[config.mk]
export PLATFORM = sky130hd
export DESIGN_NAME = sadc_ctrl
export DESIGN_NICKNAME = d
export VERILOG_FILES = /design/src/sadc_pkg.sv /design/src/sadc_ctrl.sv
export VERILOG_INCLUDE_DIRS = /design/src
export SDC_FILE = /design/constraint.sdc
export NUM_CORES = 1
export LEC_CHECK = 0
export BUFFER_PORTS_ARGS = -buffer_cell sky130_fd_sc_hd__buf_2
export CAP_MARGIN = 20
export CORE_MARGIN = 2
export CORE_UTILIZATION = 50
export DETAILED_ROUTE_END_ITERATION = 12
export PLACE_DENSITY = 0.81
export SETUP_SLACK_MARGIN = 0.02
export SYNTH_ARGS = -nofsm -noshare
export SYNTH_HDL_FRONTEND = slang
export SYNTH_SLANG_ARGS = --single-unit
[constraint.sdc]
create_clock -name SYS_CLK -period 3.2 [get_ports SYS_CLK]
set_clock_uncertainty 0.05 [all_clocks]
set_input_delay 0 -clock SYS_CLK [delete_from_list [all_inputs] [get_ports SYS_CLK]]
set_output_delay 0 -clock SYS_CLK [all_outputs]
set_load 0.01 [all_outputs]
[src/sadc_params.svh]
// Register map, field positions, reset values and timing counts
// Assumes a 32-bit Avalon-MM slave, byte addresses, one register per word
// Notes on behaviour
// - Five-bit channel field decodes all input codes
// - Ten real inputs: eight pins, temperature sensor, bandgap
// - Unimplemented codes feed the low reference
// - Reserved codes give an undefined result
// - Each pin channel has one enable bit
// - One code routes the temperature sensor
// - Four conversion clock sources are selectable
// - Selected source passes through the divider
// - Alternate clock usable in wait mode
// - Trigger counter overflow starts conversion only when idle
// - Exactly two pin enable registers exist
// - One result bit per step, ten steps (eight in 8-bit mode)
// - Right-justified result, 10-bit or 8-bit
// - Single or continuous; single returns idle
// - Compare less-than or greater-or-equal, flags
// - Completed conversion sets done flag when compare is off or true
// - Sample time and speed/power configurable
// - Control write aborts, restarts unless off or hardware-triggered
// - Done flag cleared by write or read
// - All-ones code turns converter off
`ifndef SADC_PARAMS_SVH
`define SADC_PARAMS_SVH
`define SADC_OFS_SC1     5'h00
`define SADC_OFS_SC2     5'h04
`define SADC_OFS_RES     5'h08
`define SADC_OFS_CMP     5'h0c
`define SADC_OFS_CFG     5'h10
`define SADC_OFS_PIN1    5'h14
`define SADC_OFS_PIN2    5'h18
`define SADC_SC1_DONE    7
`define SADC_SC1_IEN     6
`define SADC_SC1_CONT    5
`define SADC_SC2_ACT     7
`define SADC_SC2_HWT     6
`define SADC_SC2_CMPEN   5
`define SADC_SC2_GTE     4
`define SADC_CFG_LPWR    7
`define SADC_CFG_LSMP    4
`define SADC_CFG_MODE10  3
`define SADC_CHAN_OFF    5'h1f
`define SADC_SC1_RST     8'h1f
`define SADC_CFG_RST     8'h00
`define SADC_SMP_SHORT   5'h04
`define SADC_SMP_LONG    5'h18
`define SADC_MSB         10'h200
`define SADC_LSB10       10'h001
`define SADC_LSB8        10'h004
`endif

[src/sadc_pkg.sv]
// Types shared by the converter control block
// Assumes sadc_params.svh supplies the numbers
package sadc_pkg;
  typedef enum logic [1:0] {
    SADC_IDLE   = 2'b00,
    SADC_SAMPLE = 2'b01,
    SADC_CONV   = 2'b10
  } sadc_state_t;

  typedef enum logic [3:0] {
    SADC_SRC_PIN0  = 4'h0,
    SADC_SRC_PIN1  = 4'h1,
    SADC_SRC_PIN2  = 4'h2,
    SADC_SRC_PIN3  = 4'h3,
    SADC_SRC_PIN8  = 4'h4,
    SADC_SRC_PIN9  = 4'h5,
    SADC_SRC_PIN10 = 4'h6,
    SADC_SRC_PIN11 = 4'h7,
    SADC_SRC_TEMP  = 4'h8,
    SADC_SRC_BGAP  = 4'h9,
    SADC_SRC_HIGH_REFERENCE_VOLTAGE = 4'ha,
    SADC_SRC_LOW_REFERENCE_VOLTAGE = 4'hb,
    SADC_SRC_RSVD  = 4'hc,
    SADC_SRC_NONE  = 4'hf
  } sadc_src_t;

  typedef struct packed {
    logic        read;
    logic        write;
    logic [4:0]  address;
    logic [31:0] writedata;
  } sadc_avs_req_t;

  typedef struct packed {
    logic        power;
    logic        low_power;
    logic        sample;
    sadc_src_t   src;
    logic [9:0]  trial;
  } sadc_ana_t;
endpackage

[src/sadc_ctrl.sv]
// Control logic of the 10-bit successive approximation converter
// Assumes an analog core with a comparator output and sync inputs
`timescale 1ns/100ps
`include "sadc_params.svh"
module sadc_ctrl (
  input  wire logic                   SYS_CLK,
  input  wire logic                   RESET,
  input  wire sadc_pkg::sadc_avs_req_t AVS_REQ,
  output logic [31:0]                 AVS_READDATA,
  output logic                        AVS_WAITREQUEST,
  input  wire logic                   ASYNC_CLK,
  input  wire logic                   ALT_CLK,
  input  wire logic                   HW_TRIG,
  input  wire logic                   COMP_IN,
  output sadc_pkg::sadc_ana_t         ANA,
  output logic [7:0]                  PIN_EN,
  output logic                        DONE_REQ
);
  import sadc_pkg::*;

  logic        ack_ff, nxt_ack;
  logic [31:0] rdata_ff, nxt_rdata;
  logic [7:0]  sc1_ff, nxt_sc1;
  logic [2:0]  sc2_ff, nxt_sc2;
  logic [9:0]  res_ff, nxt_res;
  logic [9:0]  cmp_ff, nxt_cmp;
  logic [7:0]  cfg_ff, nxt_cfg;
  logic [3:0]  pin1_ff, nxt_pin1;
  logic [3:0]  pin2_ff, nxt_pin2;
  logic        done_ff, nxt_done;
  sadc_state_t st_ff, nxt_st;
  sadc_src_t   src_ff, nxt_src;
  logic [9:0]  sar_ff, nxt_sar;
  logic [9:0]  bit_ff, nxt_bit;
  logic [4:0]  cnt_ff, nxt_cnt;
  logic [3:0]  clk_sel_ff, nxt_clk_sel;
  logic [2:0]  div_ff, nxt_div;
  logic        half_ff, async_q_ff, alt_q_ff;
  logic        req, fin, wr_sc1, rd_res;
  logic        src_tick, tick, conv_end, cmp_true, start;
  logic [9:0]  val, val_j;
  logic [2:0]  div_max;

  function automatic sadc_src_t decode(input logic [4:0] ch);
    unique case (ch)
      5'h00, 5'h01, 5'h02, 5'h03: decode = sadc_src_t'({2'b00, ch[1:0]});
      5'h08, 5'h09, 5'h0a, 5'h0b: decode = sadc_src_t'({2'b01, ch[1:0]});
      5'h16, 5'h17, 5'h18, 5'h19, 5'h1c: decode = SADC_SRC_RSVD;
      5'h1a: decode = SADC_SRC_TEMP;
      5'h1b: decode = SADC_SRC_BGAP;
      5'h1d: decode = SADC_SRC_HIGH_REFERENCE_VOLTAGE;
      5'h1f: decode = SADC_SRC_NONE;
      default: decode = SADC_SRC_LOW_REFERENCE_VOLTAGE;
    endcase
  endfunction

  // Bus slave: one wait cycle, then the answer
  assign req = AVS_REQ.read | AVS_REQ.write;
  assign AVS_WAITREQUEST = req & ~ack_ff;
  assign fin = req & ack_ff;
  assign wr_sc1 = fin & AVS_REQ.write & (AVS_REQ.address == `SADC_OFS_SC1);
  assign rd_res = fin & AVS_REQ.read & (AVS_REQ.address == `SADC_OFS_RES);
  assign AVS_READDATA = rdata_ff;
  assign PIN_EN = {pin2_ff, pin1_ff};
  assign DONE_REQ = done_ff & sc1_ff[`SADC_SC1_IEN];

  always_comb begin
    nxt_ack = req & ~ack_ff;
    nxt_rdata = rdata_ff;
    nxt_sc1 = sc1_ff;
    nxt_sc2 = sc2_ff;
    nxt_cmp = cmp_ff;
    nxt_cfg = cfg_ff;
    nxt_pin1 = pin1_ff;
    nxt_pin2 = pin2_ff;
    if (req & ~ack_ff) begin
      unique case (AVS_REQ.address)
        `SADC_OFS_SC1:  nxt_rdata = {24'h0, done_ff, sc1_ff[6:0]};
        `SADC_OFS_SC2:  nxt_rdata = {24'h0, st_ff != SADC_IDLE, sc2_ff, 4'h0};
        `SADC_OFS_RES:  nxt_rdata = {22'h0, res_ff};
        `SADC_OFS_CMP:  nxt_rdata = {22'h0, cmp_ff};
        `SADC_OFS_CFG:  nxt_rdata = {24'h0, cfg_ff};
        `SADC_OFS_PIN1: nxt_rdata = {28'h0, pin1_ff};
        `SADC_OFS_PIN2: nxt_rdata = {28'h0, pin2_ff};
        default:        nxt_rdata = 32'h0;
      endcase
    end
    if (fin & AVS_REQ.write) begin
      unique case (AVS_REQ.address)
        `SADC_OFS_SC1:  nxt_sc1 = {1'b0, AVS_REQ.writedata[6:0]};
        `SADC_OFS_SC2:  nxt_sc2 = AVS_REQ.writedata[6:4];
        `SADC_OFS_CMP:  nxt_cmp = AVS_REQ.writedata[9:0];
        `SADC_OFS_CFG:  nxt_cfg = AVS_REQ.writedata[7:0];
        `SADC_OFS_PIN1: nxt_pin1 = AVS_REQ.writedata[3:0];
        `SADC_OFS_PIN2: nxt_pin2 = AVS_REQ.writedata[3:0];
        default: ;
      endcase
    end
  end

  always_ff @(posedge SYS_CLK or posedge RESET) begin
    if (RESET) begin
      ack_ff <= 1'b0;
      rdata_ff <= 32'h0;
      sc1_ff <= `SADC_SC1_RST;
      sc2_ff <= 3'h0;
      cmp_ff <= 10'h000;
      cfg_ff <= `SADC_CFG_RST;
      pin1_ff <= 4'h0;
      pin2_ff <= 4'h0;
    end else begin
      ack_ff <= nxt_ack;
      rdata_ff <= nxt_rdata;
      sc1_ff <= nxt_sc1;
      sc2_ff <= nxt_sc2;
      cmp_ff <= nxt_cmp;
      cfg_ff <= nxt_cfg;
      pin1_ff <= nxt_pin1;
      pin2_ff <= nxt_pin2;
    end
  end

  // Conversion clock: source edge, then divider
  // Divider ratio taken from the copy latched while idle
  assign div_max = 3'((4'h1 << clk_sel_ff[3:2]) - 4'h1);
  always_comb begin
    unique case (clk_sel_ff[1:0])
      2'b00: src_tick = 1'b1;
      2'b01: src_tick = half_ff;
      2'b10: src_tick = ASYNC_CLK & ~async_q_ff;
      2'b11: src_tick = ALT_CLK & ~alt_q_ff;
    endcase
    tick = src_tick & (div_ff == div_max);
    nxt_div = src_tick ? ((div_ff == div_max) ? 3'h0 : div_ff + 3'h1) : div_ff;
    nxt_clk_sel = clk_sel_ff;
    if (st_ff == SADC_IDLE) begin
      nxt_clk_sel = {cfg_ff[6:5], cfg_ff[1:0]};
      nxt_div = 3'h0;
    end
  end

  // Successive approximation sequence
  assign val = COMP_IN ? sar_ff : sar_ff & ~bit_ff;
  assign val_j = cfg_ff[`SADC_CFG_MODE10] ? val : {2'b00, val[9:2]};
  assign cmp_true = sc2_ff[0] ? (val_j >= cmp_ff) : (val_j < cmp_ff);
  assign conv_end = (st_ff == SADC_CONV) & tick &
                    (bit_ff == (cfg_ff[`SADC_CFG_MODE10] ? `SADC_LSB10 : `SADC_LSB8));
  assign start = (st_ff == SADC_IDLE) & sc2_ff[2] & HW_TRIG &
                 (sc1_ff[4:0] != `SADC_CHAN_OFF);

  always_comb begin
    nxt_st = st_ff;
    nxt_src = src_ff;
    nxt_sar = sar_ff;
    nxt_bit = bit_ff;
    nxt_cnt = cnt_ff;
    nxt_res = res_ff;
    nxt_done = done_ff;
    if (wr_sc1 | rd_res) begin
      nxt_done = 1'b0;
    end
    unique case (st_ff)
      SADC_IDLE: begin
        if (start) begin
          nxt_st = SADC_SAMPLE;
        end
      end
      SADC_SAMPLE: begin
        if (tick) begin
          nxt_cnt = cnt_ff - 5'h1;
          if (cnt_ff == 5'h1) begin
            nxt_st = SADC_CONV;
            nxt_sar = `SADC_MSB;
            nxt_bit = `SADC_MSB;
          end
        end
      end
      SADC_CONV: begin
        if (tick) begin
          nxt_sar = val | (bit_ff >> 1);
          nxt_bit = bit_ff >> 1;
        end
        if (conv_end) begin
          if (~sc2_ff[1] | cmp_true) begin
            nxt_res = val_j;
            nxt_done = 1'b1;
          end
          nxt_st = sc1_ff[`SADC_SC1_CONT] ? SADC_SAMPLE : SADC_IDLE;
        end
      end
      default: nxt_st = SADC_IDLE;
    endcase
    if (nxt_st == SADC_SAMPLE && st_ff != SADC_SAMPLE) begin
      nxt_cnt = cfg_ff[`SADC_CFG_LSMP] ? `SADC_SMP_LONG : `SADC_SMP_SHORT;
      nxt_src = decode(sc1_ff[4:0]);
    end
    if (wr_sc1) begin
      nxt_src = decode(AVS_REQ.writedata[4:0]);
      nxt_cnt = cfg_ff[`SADC_CFG_LSMP] ? `SADC_SMP_LONG : `SADC_SMP_SHORT;
      if (AVS_REQ.writedata[4:0] == `SADC_CHAN_OFF || sc2_ff[2]) begin
        nxt_st = SADC_IDLE;
      end else begin
        nxt_st = SADC_SAMPLE;
      end
    end
  end

  always_ff @(posedge SYS_CLK or posedge RESET) begin
    if (RESET) begin
      st_ff <= SADC_IDLE;
      src_ff <= SADC_SRC_NONE;
      sar_ff <= 10'h000;
      bit_ff <= 10'h000;
      cnt_ff <= 5'h00;
      res_ff <= 10'h000;
      done_ff <= 1'b0;
      clk_sel_ff <= 4'h0;
      div_ff <= 3'h0;
      half_ff <= 1'b0;
      async_q_ff <= 1'b0;
      alt_q_ff <= 1'b0;
    end else begin
      st_ff <= nxt_st;
      src_ff <= nxt_src;
      sar_ff <= nxt_sar;
      bit_ff <= nxt_bit;
      cnt_ff <= nxt_cnt;
      res_ff <= nxt_res;
      done_ff <= nxt_done;
      clk_sel_ff <= nxt_clk_sel;
      div_ff <= nxt_div;
      half_ff <= ~half_ff;
      async_q_ff <= ASYNC_CLK;
      alt_q_ff <= ALT_CLK;
    end
  end

  // Power down outside a conversion
  // One driver for the whole carrier
  assign ANA = '{power:     st_ff != SADC_IDLE,
                 low_power: cfg_ff[`SADC_CFG_LPWR],
                 sample:    st_ff == SADC_SAMPLE,
                 src:       src_ff,
                 trial:     sar_ff};

  // Step counter for checking the sequence length
  logic [3:0] steps_ff;
  sadc_src_t  wr_dec;

  // Channel decode of the word being written, for the restart check
  assign wr_dec = decode(AVS_REQ.writedata[4:0]);
  always_ff @(posedge SYS_CLK or posedge RESET) begin
    if (RESET) begin
      steps_ff <= 4'h0;
    end else if (st_ff != SADC_CONV) begin
      steps_ff <= 4'h0;
    end else if (tick) begin
      steps_ff <= steps_ff + 4'h1;
    end
  end
endmodule

==> flow_summary_export.csv, run 1 <==
group,metric,value,unit
sta,whs,87.0,ps
detailed_routing,dr.pass1.iters,6,
finish,final_net_count,672,
die,chipWidth,109,um
sta,rsz0062_at_grt,"false",
sta,maxSlewViolCount,0,
placement,gp_congestion,0.859,
worst_setup_path,reg2reg_from,"cfg_ff[3]",
synth,yosysTopAreaCell,"dfrtp_1",
synth,synth_seq_cells,99,
synth,netlist_area,5530,um^2
clock_tree,tritoncts,"yes",
global_route,grt_overflow,0,
sta,fmax,0.334,GHz
detailed_routing,drc,0,
worst_setup_path,ff2ff_path_depth,11,
worst_setup_path,cp-end-kind,"register",
worst_hold_path,min_path_type,"in2reg",
sta,relSlewSlack,0.424,
die,start_util,0.510,
synth,synthArstFlopShare,1.00,
sta,fin_tns_setup,0,ps
die,dieArea,11900,um^2
clock_tree,cts.htree.levels,3,
power,power.density,576,nW/um^2
job,drv_cap,0,
clock_tree,cts_num_sinks,99,
sta,period_needed,3000,ps
die,coreArea,10800,um^2
die,rows,38,
detailed_routing,wl,13600,um
detailed_routing,vias_per_cell,6.07,
detailed_routing,wire_per_inst,17.9,um
die,die-height,109,um
detailed_routing,vias,4606,
clock_tree,cts_buffers,9,
synth,synthCells,543,
worst_setup_path,crit_fanout,20,
clock_tree,insertion_delay,370,ps
synth,synth_edf_count,0,
global_route,grtUsageTotal,0.242,
global_route,grt_start_max_net_pins,60,
power,peakVddDrop,0.000476,V
worst_setup_path,cp-startpoint,"cfg_ff[3]",
die,ios,104,
finish,antenna_cells,0,
placement,hpwl,9940,um
run_status,status,"completed",
synth,yosys.area.top_type_share,0.407,
synth,synth.most_common_cell,"dfrtp_1",
sta,hold_viol,0,
clock_tree,clk_pin_slew,100,ps
worst_setup_path,crit_type,"reg2reg",
synth,synth_cell_types,69,
sta,period_share,0.936,
global_route,antenna_found_initial,0,
placement,port_buffers,59,
sta,worst_pin_slew,852,ps
global_route,grt_pass1_vias,4348,
detailed_routing,drtIter0Drc,557,
sta,setup_viol,0,
worst_hold_path,holdPathStages,3,
worst_setup_path,worstPathRequired,3420,ps
clock_tree,ctsRootBufferMaster,"clkbuf_8",
worst_hold_path,hp-start,"AVS_REQ[37]",
synth,yosys-top-cells-count,"90 x dfrtp_1, 51 x nand2_1, 45 x o21ai_0",
worst_setup_path,worstPathArrival,3220,ps
synth,syn_avg_cell_area,10.2,um^2
power,p_leak,0.00301,uW
detailed_routing,detail-route-antenna-nets,0,
synth,yosysWarnings,0,
synth,synth_area_leaders,"dfrtp_1 41%, mux2_2 5.3%, mux2i_1 4.3%, dfstp_2 4.3%, o21ai_0 4.1%",
synth,yosys_most_used_dff,"dfrtp_1",
power,total_power,3630,uW
finish,area_growth,13.9,%
global_route,grt_pass1_wl,22400,um
synth,yosysSeqAreaShare,0.450,
worst_setup_path,worst_setup_path_start_kind,"register",
clock_tree,clock_path_buffers,2,
finish,drive_gt1_frac,0.239,
logic make-up (layout without fill, tap and decap cells):
logic type,Yosys count,after routing,synth area share
and+or+nand+nor,147,147,0.133
DFF,99,99,0.450
adders and majority gates,13,13,0.0294
buffers and inverters,74,129,0.0676
other,1,22,0.000678
AOI/OAI and AO/OA,147,147,0.195
muxes,58,58,0.118
xor gates and xnor gates,4,4,0.00633
state kept, by name, summed over array words and instances, names as in the netlist, 2 cells and up:
name / flops
clk_sel_ff: 4
sar_ff: 10
pin2_ff: 4
AVS_READDATA: 10
sc2_ff: 3
res_ff: 10
div_ff: 3
src_ff: 4
cfg_ff: 8
bit_ff: 10
sc1_ff: 7
cnt_ff: 5
pin1_ff: 4
st_ff: 2
cmp_ff: 10
final cells by class:
type,count,area [um^2]
clock buffer,10,128
multi-input combinational,391,2760
sequential,99,2490
inverter,24,92.6
tap,140,175
fill,897,4540
timing repair buffer,89,568
clock inverter,6,90.1
stage by stage:
stage / instance area, um^2 / instances / util / worst slack, ps
final: 6300 / 759 / 0.581 / 204
after floorplan: 5610 / 564 / - / 78.5
after global routing: 6300 / 759 / 0.581 / 40.8
after detailed placement: 5930 / 728 / 0.547 / 176
after global placement: 5930 / 728 / 0.547 / 357
after CTS: 6290 / 758 / 0.580 / 149
layout by cell type (no fill, tap or decap), types with 8 or more instances in the layout:
cell | Yosys | routed
dfstp_2 | 9 | 9
clkbuf_8 | 0 | 9
dfrtp_1 | 90 | 90
nand2_1 | 51 | 51
ha_1 | 13 | 13
a22o_1 | 22 | 22
nor3_1 | 9 | 9
conb_1 | 1 | 22
a21oi_1 | 12 | 12
buf_4 | 23 | 15
nor2b_1 | 14 | 14
mux2i_1 | 24 | 24
nor2_1 | 29 | 28
inv_1 | 23 | 22
mux2_4 | 8 | 8
nand2b_1 | 9 | 9
o21ai_0 | 45 | 45
dlygate4sd3_1 | 0 | 14
buf_2 | 2 | 59
mux2_2 | 26 | 26
layer usage:
metal,part of all wire,wire (um),GRT usage
met1,0.44,5900,0.335
met2,0.48,6570,0.390
met3,0.062,846,0.0442
met4,0.018,250,0.0723
met5,0,0,0
timing repair:
item | in CTS | in global routing
endpoints found under the hold margin | 87 | 0
hold buffers | 14 | 0
setup buffers | 0 | 1
resized for setup | 0 | 1
setup endpoints to repair | 0 | 6
critical path, stage by stage, from the launching register on:
cell	delay (ps)
dfrtp_1	410
buf_12	190
mux2i_1	210
nor2_1	70
nor2_2	150
ha_1	280
a211oi_1	250
o21bai_1	140
a211o_1	290
a311oi_2	310
buf_4	210
mux2_2	340
where the power goes:
part	internal, uW	total, uW	switching [uW]
clock network	442	886	444
logic	459	1070	611
registers	1460	1670	207
total	2360	3630	1260
final timing paths:
kind                              endpoint  slack, ps
worst max-delay path             res_ff[8]        200
worst min register to register     half_ff        380
max in group asynchronous        sc1_ff[2]       2020
worst min-delay path            pin2_ff[0]         90
min in group asynchronous        bit_ff[6]        250
worst max register to register   res_ff[8]        200
Note: power is estimated with default switching activity, not from simulation.
==> inputs of run 2 (changes only) <==
- ABC_AREA: unset -> 1
==> flow_summary_export.csv, run 2 <==
group,metric,value,unit
power,clock_power_share,0.251,
die,rows,37,
synth,synthArstFlopShare,1.00,
finish,layout_commonest_cell,"nand2_1",
sta,period_needed,2890,ps
sta,setup_viol,0,
detailed_routing,detail-route-antenna-nets,0,
synth,netlist_area,5410,um^2
worst_setup_path,crit_fanout,12,
finish,mostFrequentLayoutCells,"195 x nand2_1, 90 x dfrtp_1, 86 x o21ai_0",
clock_tree,cts_buffers,9,
detailed_routing,dr.pass1.iters,5,
worst_setup_path,crit_type,"reg2reg",
worst_setup_path,worst_setup_path_start_kind,"register",
sta,relSlewSlack,0.483,
sta,period_share,0.902,
clock_tree,cts.htree.levels,3,
sta,maxSlewViolCount,0,
worst_setup_path,cp-end-kind,"register",
synth,synth_area_leaders,"dfrtp_1 42%, nand2_1 14%, o21ai_0 8.0%, inv_1 5.4%, dfstp_2 4.4%",
synth,yosysSeqAreaShare,0.460,
detailed_routing,wire_per_inst,15.0,um
finish,fin_area,6060,um^2
synth,synth.most_common_cell,"nand2_1",
power,power_frac_seq,0.449,
finish,multi_input_area,2400,um^2
synth,syn_avg_cell_area,7.86,um^2
detailed_routing,wl,13500,um
sta,fin_tns_setup,0,ps
finish,register_area,2490,um^2
die,coreArea,10400,um^2
finish,fin_cells,897,
placement,placed_cell_area,5700,um^2
worst_setup_path,crit_chain,"a21oi_1, inv_1, o21ai_0, ha_1, nand2_1, inv_1, o21ai_0, nand2_1, a21oi_1, o21ai_0, nand2_1, nand3_2, nand2_2, o21ai_0",
power,p_leak,0.00310,uW
placement,gp_congestion,0.946,
placement,place_inst,867,
finish,nFillCells,966,
die,ios,104,
finish,area_growth,12.0,%
detailed_routing,drc,0,
clock_tree,clk_pin_slew,100,ps
worst_setup_path,cp_top_family,"compound AO/OA/AOI/OAI gates",
die,die-height,108,um
job,drv_cap,0,
clock_tree,tritoncts,"yes",
synth,yosys_most_used_dff,"dfrtp_1",
power,peakVddDrop,0.000312,V
placement,port_buffers,59,
finish,final_net_count,814,
synth,yosysWarnings,0,
placement,hpwl,9940,um
detailed_routing,vias_per_cell,5.40,
worst_hold_path,min_path_type,"in2reg",
global_route,grt_start_max_net_pins,53,
worst_setup_path,crit_buf_inv,2,
clock_tree,insertion_delay,380,ps
worst_setup_path,critPathSlowestCell,"dfrtp_1",
worst_setup_path,cpPeakStageDelay,420,ps
clock_tree,cts_num_sinks,99,
synth,synthCells,688,
power,comb_power_share,0.300,
worst_setup_path,reg2reg_from,"bit_ff[5]",
synth,yosys.area.top_type_share,0.416,
detailed_routing,vias,4841,
run_status,status,"completed",
sta,fmax,0.346,GHz
global_route,grt_pass1_vias,4640,
sta,rsz0062_at_grt,"false",
worst_setup_path,critPathMostFrequentCell,"o21ai_0",
die,dieArea,11700,um^2
power,p_switching,1290,uW
power,intPower,2290,uW
clock_tree,clock_path_buffers,2,
detailed_routing,drtIter0Drc,401,
finish,drive_gt1_frac,0.151,
finish,utilization,0.582,
finish,antenna_cells,0,
die,start_util,0.519,
global_route,antenna_found_initial,0,
clock_tree,ctsRootBufferMaster,"clkbuf_8",
synth,synth_cell_types,44,
worst_setup_path,cp-startpoint,"bit_ff[5]",
die,chipWidth,108,um
synth,yosysTopAreaCell,"dfrtp_1",
global_route,grt_overflow,0,
power,power.density,592,nW/um^2
sta,worst_pin_slew,772,ps
synth,synth_edf_count,0,
worst_setup_path,worstPathArrival,3080,ps
worst_setup_path,worstPathRequired,3400,ps
worst_hold_path,hp-start,"AVS_REQ[37]",
synth,synth_seq_cells,99,
synth,yosys-top-cells-count,"196 x nand2_1, 90 x dfrtp_1, 86 x o21ai_0",
global_route,grtUsageTotal,0.243,
global_route,grt_pass1_wl,22100,um
power,p_sw_frac,0.360,
sta,whs,44.6,ps
sta,hold_viol,0,
==> run 2: per-stage QoR <==
step	total power, uW	worst slack (ps)
after floorplan	2420	574
after global placement	2620	393
after detailed placement	2690	309
after CTS	3590	288
after global routing	3810	43.9
final	3580	313
==> run 2: final cells by class <==
type / instances / area share
Clock buffer: 12 / 0.0240
Sequential cell: 99 / 0.411
Tap cell: 136 / 0.0281
Clock inverter: 4 / 0.0122
Inverter: 84 / 0.0535
Multi-Input combinational cell: 486 / 0.396
Timing Repair Buffer: 76 / 0.0756
==> run 2: tightest hold or removal path, stage by stage <==
cell,delay [ps]
buf_2,110
nor2_1,90
nor2_1,180
==> run 2: layer usage <==
metal | wire length (um) | GRT usage
met2 | 6610 | 0.406
met5 | 0 | 0
met3 | 790 | 0.0325
met1 | 5780 | 0.322
met4 | 310 | 0.0934
==> run 2: power by group through the flow <==
stage	Combinational [uW]	Clock, uW	Sequential, uW
final	1080	899	1610
after global routing	1220	960	1630
after CTS	1070	909	1610
after detailed placement	1060	0	1630
after global placement	1010	0	1620
after floorplan	803	0	1620
==> run 2: logic make-up (layout without fill, tap and decap cells) <==
group / after synthesis / count (layout) / synth area share
AOI/OAI and AO/OA: 145 / 145 / 0.147
other: 1 / 22 / 0.000693
and+or+nand+nor: 303 / 303 / 0.246
DFF: 99 / 99 / 0.460
buffers and inverters: 124 / 176 / 0.111
xor gates and xnor gates: 3 / 3 / 0.00486
adders and majority gates: 13 / 13 / 0.0301
==> run 2: worst paths after layout <==
kind,cells past startpoint,end,slack [ps]
setup reg to reg,14,res_ff[0],310
max in group asynchronous,4,src_ff[1],2050
min in group asynchronous,3,sar_ff[5],200
hold reg to reg,1,half_ff,360
setup / recovery,14,res_ff[0],310
hold / removal,3,ack_ff,40
==> run 2: timing repair <==
| action | CTS | global route |
|---|---|---|
| hold endpoints to repair | 81 | 0 |
| resized for setup | 0 | 1 |
| setup buffers | 0 | 0 |
| hold buffers | 14 | 0 |
| setup endpoints to repair | 0 | 11 |
==> inputs of run 3 (changes only) <==
- CAP_MARGIN: 20 -> unset
- CTS_BUF_LIST: unset -> sky130_fd_sc_hd__clkbuf_4 sky130_fd_sc_hd__clkbuf_8 sky130_fd_sc_hd__clkbuf_16
- clock period: 3.2 -> 2.5 ns (I/O delays scaled with it)
==> flow_summary_export.csv, run 3 (synthesized netlist as in run 2, its figures left out) <==
group,metric,value,unit
sta,relSlewSlack,0.573,
sta,maxSlewViolCount,0,
clock_tree,tritoncts,"yes",
finish,fin_area,6270,um^2
finish,layout_commonest_cell,"nand2_1",
worst_setup_path,crit_fanout,9,
die,rows,37,
detailed_routing,wl,13400,um
worst_setup_path,path_depth,15,
worst_setup_path,critPathSlowestCell,"dfrtp_1",
worst_hold_path,min_path_type,"in2reg",
global_route,grt_pass1_wl,21700,um
worst_setup_path,worstPathRequired,2720,ps
finish,mostFrequentLayoutCells,"193 x nand2_1, 89 x dfrtp_1, 76 x o21ai_0",
worst_setup_path,crit_buf_inv,3,
finish,final_net_count,834,
die,die-height,108,um
die,coreArea,10400,um^2
worst_setup_path,worst_setup_path_start_kind,"register",
die,ios,104,
worst_setup_path,crit_chain,"a21oi_2, inv_1, o21ai_2, ha_1, nand2_1, inv_1, o21ai_0, nand2_1, a21oi_2, o21ai_0, nand2_1, nand3_2, buf_4, nand3_1, nand2_1",
worst_setup_path,critPathMostFrequentCell,"nand2_1",
placement,place_ws,-38.5,ps
power,power.density,712,nW/um^2
worst_setup_path,worstPathArrival,2600,ps
worst_setup_path,ff2ff_path_depth,15,
global_route,grt_start_max_net_pins,41,
global_route,antenna_found_initial,0,
sta,rsz0062_at_grt,"true",
worst_setup_path,cpPeakStageDelay,400,ps
sta,hold_viol,0,
global_route,grt_overflow,0,
power,p_leak,0.00320,uW
die,dieArea,11700,um^2
clock_tree,cts_buffers,9,
clock_tree,cts_num_sinks,99,
finish,drive_gt1_frac,0.200,
detailed_routing,detail-route-antenna-nets,0,
finish,area_growth,16.0,%
finish,multi_input_area,2460,um^2
die,start_util,0.519,
clock_tree,ctsRootBufferMaster,"clkbuf_8",
clock_tree,clk_pin_slew,90,ps
clock_tree,insertion_delay,370,ps
sta,setup_viol,0,
worst_setup_path,crit_type,"reg2reg",
detailed_routing,dr.pass1.iters,5,
worst_setup_path,cp-end-kind,"register",
worst_setup_path,cp_top_family,"compound AO/OA/AOI/OAI gates",
detailed_routing,vias_per_cell,5.33,
global_route,grtUsageTotal,0.237,
global_route,grt_pass1_vias,4536,
placement,gp_congestion,0.962,
power,total_power,4470,uW
power,peakVddDrop,0.000320,V
detailed_routing,drc,0,
clock_tree,clock_path_buffers,2,
sta,setup_ws,117,ps
placement,port_buffers,59,
detailed_routing,drtIter0Drc,437,
detailed_routing,vias,4891,
sta,worst_pin_slew,640,ps
detailed_routing,wire_per_inst,14.6,um
sta,whs,146,ps
clock_tree,cts.htree.levels,3,
finish,antenna_cells,0,
placement,hpwl,9910,um
finish,register_area,2490,um^2
run_status,status,"completed",
sta,fmax,0.420,GHz
finish,utilization,0.602,
sta,period_needed,2380,ps
worst_hold_path,holdPathStages,5,
placement,placed_cell_area,5850,um^2
finish,nFillCells,910,
die,chipWidth,108,um
sta,period_share,0.953,
job,drv_cap,0,
## run 3: what timing repair did
| item | 4_1_cts | 5_1_grt |
|---|---|---|
| hold buffers | 15 | 0 |
| pin swaps | 0 | 9 |
| gates cloned | 0 | 1 |
| buffers inserted | 0 | 1 |
| setup endpoints to repair | 11 | 11 |
| resized for setup | 1 | 31 |
| endpoints found under the hold margin | 52 | 0 |
## run 3: routing by layer
layer	track usage	up-vias	share of wire
li1	-	2371	-
met1	0.324	2345	0.45
met2	0.392	159	0.48
met3	0.0380	16	0.055
met4	0.0696	0	0.013
met5	0	-	0
## run 3: area by class of cell
type | instances | area share
Clock buffer | 12 | 0.0233
Clock inverter | 4 | 0.00419
Inverter | 84 | 0.0519
Multi-Input combinational cell | 486 | 0.393
Sequential cell | 99 | 0.397
Tap cell | 136 | 0.0271
Timing Repair Buffer | 96 | 0.104
## run 3: final timing paths
path,start,to,slack [ps]
min reg2reg,half_ff,half_ff,350
max,bit_ff[5],res_ff[3],120
min in group asynchronous,RESET,bit_ff[2],190
max reg2reg,bit_ff[5],res_ff[3],120
min,COMP_IN,sar_ff[9],150
max in group asynchronous,RESET,sc1_ff[0],1460
## run 3: power by group
group          internal (uW)  leakage [uW]  switching, uW
sequential              1870       0.00128            189
clock                    397     0.0000910            555
combinational            518       0.00183            935
## run 3: worst register-to-register path, stage by stage (launching register included)
cell	delay, ps
dfrtp_1	400
a21oi_2	190
inv_1	100
o21ai_2	160
ha_1	260
nand2_1	70
inv_1	40
o21ai_0	140
nand2_1	90
a21oi_2	140
o21ai_0	90
nand2_1	90
nand3_2	100
buf_4	190
nand3_1	100
nand2_1	70
## run 3: through the flow
stage | setup TNS, ps | std cells
2_1_floorplan | 0 | 709
3_3_place_gp | 0 | 884
3_5_place_dp | -88.7 | 884
4_1_cts | 0 | 915
5_1_grt | 0 | 917
6_report | 0 | 917
